===== config.mk =====
export PLATFORM = sky130hd
export DESIGN_NAME = tof_limits_regs
export DESIGN_NICKNAME = d
export VERILOG_FILES = /design/src/design/result_pack.v /design/src/design/tof_limits_regs.v
export VERILOG_INCLUDE_DIRS = /design/src /design/src/design
export SDC_FILE = /design/constraint.sdc
export NUM_CORES = 1
export LEC_CHECK = 0
export BUFFER_PORTS_ARGS = -buffer_cell sky130_fd_sc_hd__buf_2
export CAP_MARGIN = 30
export CORE_MARGIN = 5
export CORE_UTILIZATION = 50
export DETAILED_ROUTE_END_ITERATION = 6
export HOLD_SLACK_MARGIN = 0.03
export PLACE_DENSITY = 0.74
export SETUP_SLACK_MARGIN = 0.2
export SYNTH_ARGS = -nofsm -noshare
export SYNTH_HDL_FRONTEND = slang
export SYNTH_SLANG_ARGS = --single-unit

===== constraint.sdc =====
create_clock -name clock -period 7.6 [get_ports clock]
set_clock_uncertainty 0.05 [all_clocks]
set_input_delay 1.14 -clock clock [delete_from_list [all_inputs] [get_ports clock]]
set_output_delay 1.14 -clock clock [all_outputs]
set_load 0.02 [all_outputs]

===== src/design/tof_limits_defines.vh =====
// Offsets, reset values, field positions and widths of the limit and result registers
`ifndef TOF_LIMITS_DEFINES_VH
`define TOF_LIMITS_DEFINES_VH

// --------------------------------------------------------------
// Register offsets
// --------------------------------------------------------------
`define OFS_OVF_LIMIT_HIGH 6'h06
`define OFS_OVF_LIMIT_LOW 6'h07
`define OFS_STOP_MASK_HIGH 6'h08
`define OFS_STOP_MASK_LOW 6'h09
`define OFS_FIRST_INTERVAL 6'h10
`define OFS_FIRST_TALLY 6'h11
`define OFS_SECOND_INTERVAL 6'h12
`define OFS_SECOND_TALLY 6'h13

// --------------------------------------------------------------
// Reset values
// --------------------------------------------------------------
`define RST_OVF_LIMIT_BYTE 8'hff
`define RST_STOP_MASK_BYTE 8'h00
`define RST_RESULT 24'h000000

// --------------------------------------------------------------
// Result field layout
// --------------------------------------------------------------
`define RES_PARITY_BIT 23
`define RES_VALUE_MSB 22
`define TALLY_MSB 15
`define TALLY_PAD_WIDTH 7
// Parity sense: 1 gives odd parity over bits 22..0 plus parity
`define PARITY_ODD 1'b0

`endif


===== src/design/result_pack.v =====
// Packs a raw result value into a 24-bit result word with parity
`timescale 1ns/1ps
module result_pack #(
	parameter VALUE_WIDTH = 23
) (
	input wire [VALUE_WIDTH-1:0] value,
	output wire [23:0] word
);
	`include "tof_limits_defines.vh"

	// --------------------------------------------------------------
	// Zero-extend to 23 bits and add parity bit 23
	// --------------------------------------------------------------
	wire [22:0] body;
	assign body = {{(23-VALUE_WIDTH){1'b0}}, value};
	// Even parity over bits 22..0 by default
	assign word = {(^body) ^ `PARITY_ODD, body};
endmodule


===== src/design/tof_limits_regs.v =====
// Clock counter limits, stop mask and first two result pairs
// Overview of operation
// - Overflow limit high byte, read/write, resets to ff.
// - Overflow limit low byte at 07h, read/write, resets to ff.
// - Stop mask high byte at 08h, read/write, resets to 00.
// - Stop mask low byte at 09h, read/write, resets to 00.
// - Time results are 24 bits, read-only, 23-bit value plus parity bit 23.
// - Tally results: count in 15..0, parity in 23, 22..16 read zero.
// - First time result at 10h, read-only, resets to zero.
// - First tally result at 11h, read-only, resets to zero.
// - Second time result at 12h, same layout, resets to zero.
// - Second tally result at 13h, same layout, resets to zero.
// - Counter reaching overflow limit flags overflow and stops measurement.
`timescale 1ns/1ps
module tof_limits_regs #(
	parameter TIME_WIDTH = 23,
	parameter COUNT_WIDTH = 16
) (
	input wire clock,
	input wire rst_b,
	// Host register port, same clock
	input wire [5:0] reg_addr,
	input wire reg_wr,
	input wire reg_rd,
	input wire [7:0] reg_wdata,
	output reg [23:0] reg_rdata,
	output reg reg_rvalid,
	// Measurement engine side
	input wire meas_start,
	input wire stop_pin,
	input wire [TIME_WIDTH-1:0] fine_time,
	input wire clock_overflow_clear,
	output reg meas_running,
	output reg clock_overflow_flag,
	output reg [COUNT_WIDTH-1:0] clock_count
);
	`include "tof_limits_defines.vh"

	// --------------------------------------------------------------
	// Stop pin synchroniser and edge detect
	// --------------------------------------------------------------
	reg stop_s1_r;
	reg stop_s2_r;
	reg stop_s3_r;
	wire stop_edge;
	// First stage feeds only the second
	always @(posedge clock or negedge rst_b) begin
		if (!rst_b) begin
			stop_s1_r <= 1'b0;
			stop_s2_r <= 1'b0;
			stop_s3_r <= 1'b0;
		end else begin
			stop_s1_r <= stop_pin;
			stop_s2_r <= stop_s1_r;
			stop_s3_r <= stop_s2_r;
		end
	end
	assign stop_edge = stop_s2_r & ~stop_s3_r;

	// --------------------------------------------------------------
	// Writable limit and mask bytes
	// --------------------------------------------------------------
	reg [7:0] clock_overflow_limit_high_r;
	reg [7:0] clock_overflow_limit_low_r;
	reg [7:0] clock_stop_mask_high_r;
	reg [7:0] clock_stop_mask_low_r;
	always @(posedge clock or negedge rst_b) begin
		if (!rst_b) begin
			clock_overflow_limit_high_r <= `RST_OVF_LIMIT_BYTE;
			clock_overflow_limit_low_r <= `RST_OVF_LIMIT_BYTE;
			clock_stop_mask_high_r <= `RST_STOP_MASK_BYTE;
			clock_stop_mask_low_r <= `RST_STOP_MASK_BYTE;
		end else if (reg_wr) begin
			// Result offsets and unmapped offsets ignore writes
			case (reg_addr)
			`OFS_OVF_LIMIT_HIGH: begin
				clock_overflow_limit_high_r <= reg_wdata;
			end
			`OFS_OVF_LIMIT_LOW: begin
				clock_overflow_limit_low_r <= reg_wdata;
			end
			`OFS_STOP_MASK_HIGH: begin
				clock_stop_mask_high_r <= reg_wdata;
			end
			`OFS_STOP_MASK_LOW: begin
				clock_stop_mask_low_r <= reg_wdata;
			end
			default: begin
			end
			endcase
		end
	end

	wire [15:0] ovf_limit;
	wire [15:0] stop_mask;
	assign ovf_limit = {clock_overflow_limit_high_r,
		clock_overflow_limit_low_r};
	assign stop_mask = {clock_stop_mask_high_r, clock_stop_mask_low_r};

	// --------------------------------------------------------------
	// Measurement sequencer, one-hot
	// --------------------------------------------------------------
	localparam [2:0] ST_IDLE = 3'b001;
	localparam [2:0] ST_WAIT1 = 3'b010;
	localparam [2:0] ST_WAIT2 = 3'b100;
	reg [2:0] state_r;
	reg [2:0] state_nxt;
	wire at_limit;
	wire stop_ok;
	wire [15:0] count16;
	assign count16 = clock_count[15:0];
	// Limit compare uses the full 16 bits of the programmed value
	assign at_limit = (count16 >= ovf_limit);
	// Stops before the mask count are dropped, not queued
	assign stop_ok = stop_edge & (count16 >= stop_mask);

	always @* begin
		state_nxt = state_r;
		case (state_r)
		ST_IDLE: begin
			if (meas_start) begin
				state_nxt = ST_WAIT1;
			end
		end
		ST_WAIT1: begin
			if (at_limit) begin
				state_nxt = ST_IDLE;
			end else if (stop_ok) begin
				state_nxt = ST_WAIT2;
			end
		end
		ST_WAIT2: begin
			if (at_limit || stop_ok) begin
				state_nxt = ST_IDLE;
			end
		end
		default: begin
			state_nxt = ST_IDLE;
		end
		endcase
	end

	// --------------------------------------------------------------
	// Counter, overflow flag and result capture
	// --------------------------------------------------------------
	wire [23:0] t_word;
	wire [23:0] c_word;
	reg [23:0] first_interval_result_r;
	reg [23:0] first_period_tally_r;
	reg [23:0] second_interval_result_r;
	reg [23:0] second_period_tally_r;
	wire running;
	wire capture;
	assign running = ~state_r[0];
	assign capture = stop_ok & ~at_limit & running;

	result_pack #(.VALUE_WIDTH(TIME_WIDTH)) u_time_pack (
		.value(fine_time),
		.word(t_word)
	);
	result_pack #(.VALUE_WIDTH(COUNT_WIDTH)) u_count_pack (
		.value(clock_count),
		.word(c_word)
	);

	always @(posedge clock or negedge rst_b) begin
		if (!rst_b) begin
			state_r <= ST_IDLE;
			meas_running <= 1'b0;
			clock_count <= {COUNT_WIDTH{1'b0}};
			clock_overflow_flag <= 1'b0;
			first_interval_result_r <= `RST_RESULT;
			first_period_tally_r <= `RST_RESULT;
			second_interval_result_r <= `RST_RESULT;
			second_period_tally_r <= `RST_RESULT;
		end else begin
			state_r <= state_nxt;
			meas_running <= ~state_nxt[0];
			if (state_r[0] && meas_start) begin
				clock_count <= {COUNT_WIDTH{1'b0}};
			end else if (running && !at_limit) begin
				clock_count <= clock_count + 1'b1;
			end
			// Set wins over a clear in the same cycle
			if (running && at_limit) begin
				clock_overflow_flag <= 1'b1;
			end else if (clock_overflow_clear) begin
				clock_overflow_flag <= 1'b0;
			end
			// Value and parity land in the same edge
			if (capture && state_r[1]) begin
				first_interval_result_r <= t_word;
				first_period_tally_r <= c_word;
			end
			if (capture && state_r[2]) begin
				second_interval_result_r <= t_word;
				second_period_tally_r <= c_word;
			end
		end
	end

	// --------------------------------------------------------------
	// Read port, one cycle latency; unmapped offsets read zero
	// --------------------------------------------------------------
	always @(posedge clock or negedge rst_b) begin
		if (!rst_b) begin
			reg_rdata <= 24'h000000;
			reg_rvalid <= 1'b0;
		end else begin
			reg_rvalid <= reg_rd;
			if (reg_rd) begin
				case (reg_addr)
				`OFS_OVF_LIMIT_HIGH: begin
					reg_rdata <= {16'h0000, clock_overflow_limit_high_r};
				end
				`OFS_OVF_LIMIT_LOW: begin
					reg_rdata <= {16'h0000, clock_overflow_limit_low_r};
				end
				`OFS_STOP_MASK_HIGH: begin
					reg_rdata <= {16'h0000, clock_stop_mask_high_r};
				end
				`OFS_STOP_MASK_LOW: begin
					reg_rdata <= {16'h0000, clock_stop_mask_low_r};
				end
				`OFS_FIRST_INTERVAL: begin
					reg_rdata <= first_interval_result_r;
				end
				`OFS_FIRST_TALLY: begin
					reg_rdata <= first_period_tally_r;
				end
				`OFS_SECOND_INTERVAL: begin
					reg_rdata <= second_interval_result_r;
				end
				`OFS_SECOND_TALLY: begin
					reg_rdata <= second_period_tally_r;
				end
				default: begin
					reg_rdata <= 24'h000000;
				end
				endcase
			end
		end
	end
endmodule


==> results.tsv <==
metric	value	unit
die width	139.7	um
die area	19520	um2
total setup buffers inserted after CTS	0	
GP Congestion	0.9250	
Peak VDD IR	0.0001756	V
Initial DRC Count	412	
initial antenna violation count	0	
Slew Viols, Final	0	
Pint	1.628	mW
worst min path class	reg -> reg	
Async SR Flop Fraction	100.0	%
min-delay src	stop_s1_r	
Final Setup Violations	0	
NumNets Final	837	
WP data arrival	4.00	ns
setup ws final	3.850	ns
port bufs	86	
Final Util	57.22	%
Antenna Nets Post-Route	0	
Fin Hold WS	0.3068	ns
Max transition margin	38.53	%
R2R setup slack	3.85	ns
yosys warns	0	
Reg-to-Reg Start	clock_count[9]	
slew at the pin with the worst max-slew slack	0.9144	ns
sequential power share	44.7	%
layout cell share with drive strength beyond 1	32.25	%
DRC	0	
Net Sw Frac	26.87	%
clk root buf	clkbuf_16	
hold buffers post-CTS	0	
HPWL after DPL	14390	um
vias in the first global route	6198	
post-layout min period	3.750	ns
IO Count	87	
TritonRoute pass-1 iters	6	
Clock transition at path regs	0.06	ns
outcome	finished clean	
Final TNS setup	0	ns
CTS resizes	0	
clock power share	39.2	%
Routed WL	20060	um
Core Footprint	16520	um2
Initial Util	50.92	%
pwr dens	235.5	nW/um2
unrepaired setup endpoints after global routing	false	
largest net degree at the start of global routing	72	
Register-to-Register Path Depth	8	
Worst R2R End	first_interval_result_r[16]	
H-tree levels	4	
DP Worst Slack	3.644	ns
crit start category	flip-flop	
Layout area overhead	12.37	%
worst-case clock buffer depth	2	
cell area after layout	9455	um2
cell count after synthesis	692	
crit path kind	reg -> reg	
routed len/inst	20.34	um
worst-skew pair later-pin latency	0.43	ns
CP Data Required Time	7.85	ns
fin crit share	49.34	%
Syn Nets	775	
DR vias	5732	
Post-Syn Area	8414	um2
# fillers	1328	
Avg Cell Area, Syn	12.16	um2
Row Count	47	
total track usage	21.26	%
# clock sinks	163	
final hold violation count	0	
Comb power frac	16.1	%
worst hold path stage count	0	
LEAKAGE	4.418	nW
vias per inst	5.813	
Psw	0.5982	mW
Yosys cell types	61	
Ant. Diodes	0	
crit-path max FO	41	
Yosys reg bits	163	
sequential fraction of the synthesis area	48.73	%
number of synthesized flops with an enable pin	0	
Most used DFF post-synth	dfrtp_1	
chip height	139.7	um
CTS Buf Count	17	
DP Area	8852	um2
global-route wire length before repair	32630	um
Crit. End Element	flip-flop	
Max-cap violations	0	
grt ovf	0	
fmax	0.2667	GHz
Hold Path End	stop_s2_r	
CTS tree	yes	
## layout make-up
class / instances / area, um2 / area share [%]
clock inverters: 9 / 128.9 / 1.363
inverters: 70 / 262.8 / 2.779
well taps: 220 / 275.3 / 2.911
repair buffers: 88 / 471.7 / 4.989
clock buffers: 22 / 474.2 / 5.015
multi-input cells: 414 / 3742 / 39.58
flip-flops and latches: 163 / 4100 / 43.36
## cells by family (layout without fill, tap and decap cells)
logic type | count (synthesis) | count (layout) | synth area share [%]
buf+inv | 115 | 189 | 6.796
compound gates | 103 | 103 | 8.327
simple gates | 102 | 102 | 6.900
xor+xnor | 30 | 30 | 3.123
mux | 140 | 140 | 20.33
fa+ha+maj | 39 | 39 | 5.799
flops | 163 | 163 | 48.73
## sequential cells by signal (all words and copies together), names as in the netlist
| signal | flops |
|---|---|
| clock_count | 16 |
| second_interval_result_r | 24 |
| second_period_tally_r | 17 |
| stop_s3_r | 1 |
| first_period_tally_r | 17 |
| first_interval_result_r | 24 |
| clock_overflow_limit_low_r | 8 |
| stop_s1_r | 1 |
| reg_rvalid | 1 |
| clock_overflow_limit_high_r | 8 |
| clock_stop_mask_low_r | 8 |
| clock_stop_mask_high_r | 8 |
| reg_rdata | 24 |
| meas_running | 1 |
| stop_s2_r | 1 |
| clock_overflow_flag | 1 |
| state_r | 3 |
## power by group through the flow
| stage | Clock (mW) | Combinational, mW | Sequential, mW |
|---|---|---|---|
| floorplan | 0 | 0.257 | 0.994 |
| global placement | 0 | 0.342 | 1.01 |
| detailed placement | 0 | 0.358 | 1.01 |
| CTS | 0.883 | 0.361 | 0.996 |
| global route | 0.921 | 0.399 | 1.00 |
| finish | 0.873 | 0.358 | 0.996 |
## metrics by stage
step / cells / power [mW]
after floorplan: 692 / 1.251
after global placement: 954 / 1.349
after detailed placement: 955 / 1.368
after CTS: 986 / 2.240
after global routing: 986 / 2.323
final: 986 / 2.227
## worst max path at each step
stage | from | to | slack (ns)
2_1_floorplan | reg_addr[3] | clock_stop_mask_low_r[0] | 4.78
4_1_cts | clock_count[9] | first_interval_result_r[16] | 3.87
5_1_grt | clock_count[9] | first_interval_result_r[16] | 3.62
3_5_place_dp | reg_addr[1] | clock_stop_mask_low_r[3] | 3.64
6_report | clock_count[9] | first_interval_result_r[16] | 3.85
3_3_place_gp | reg_addr[1] | clock_stop_mask_low_r[1] | 3.72
## per-layer routing
layer	share of wire, %	track usage [%]
met1	42	28.07
met2	50	34.84
met3	6.0	4.700
met4	2.0	7.394
met5	0	0
## cells in the mapped netlist (6+ instances only)
cell type / number / share of area, %
a21oi_1: 15 / 0.89
a22oi_1: 9 / 0.80
buf_2: 7 / 0.42
buf_4: 17 / 1.5
buf_6: 9 / 1.2
clkbuf_1: 10 / 0.45
dfrtp_1: 146 / 43
dfstp_2: 17 / 5.3
ha_1: 39 / 5.8
inv_1: 70 / 3.1
mux2_1: 22 / 2.9
mux2_2: 85 / 11
mux2i_1: 19 / 2.3
mux4_2: 14 / 3.7
nand2_1: 36 / 1.6
nand3_1: 6 / 0.36
nand4_1: 8 / 0.59
nor2_1: 13 / 0.58
nor3_1: 7 / 0.42
o21ai_0: 17 / 1.0
o22ai_1: 25 / 1.9
xnor2_1: 24 / 2.5
xor2_1: 6 / 0.62
## placed cells by master, fill, tap and decap left out, types with 3 or more instances in the layout
master	n
nor3_2	3
and3_1	5
mux4_2	14
nor3_1	7
clkinv_2	3
o21ai_1	3
nor2_1	13
mux2_2	85
mux2i_1	19
clkbuf_16	17
a22o_1	4
buf_2	85
ha_1	39
a22oi_1	9
inv_1	70
o21ai_0	17
nand3b_1	3
nand2b_1	3
clkbuf_8	3
dfstp_2	17
xnor2_1	24
o41ai_1	3
dfrtp_1	146
bufinv_16	3
mux2_1	22
nand3_1	6
a211oi_1	4
o22ai_1	25
nor2b_1	5
nand2_1	36
nand4_1	8
a21oi_1	15
xor2_1	6
## critical path, cell delays in order (launching register included)
cell      delay [ns]
dfrtp_1         0.65
ha_1            0.34
a21oi_1         0.17
o21ai_1         0.12
nor3_2          0.22
a211oi_2        0.13
nor4_4          0.70
nand3_4         0.68
mux2_1          0.54
No activity file was read; power rests on OpenSTA's default activity.
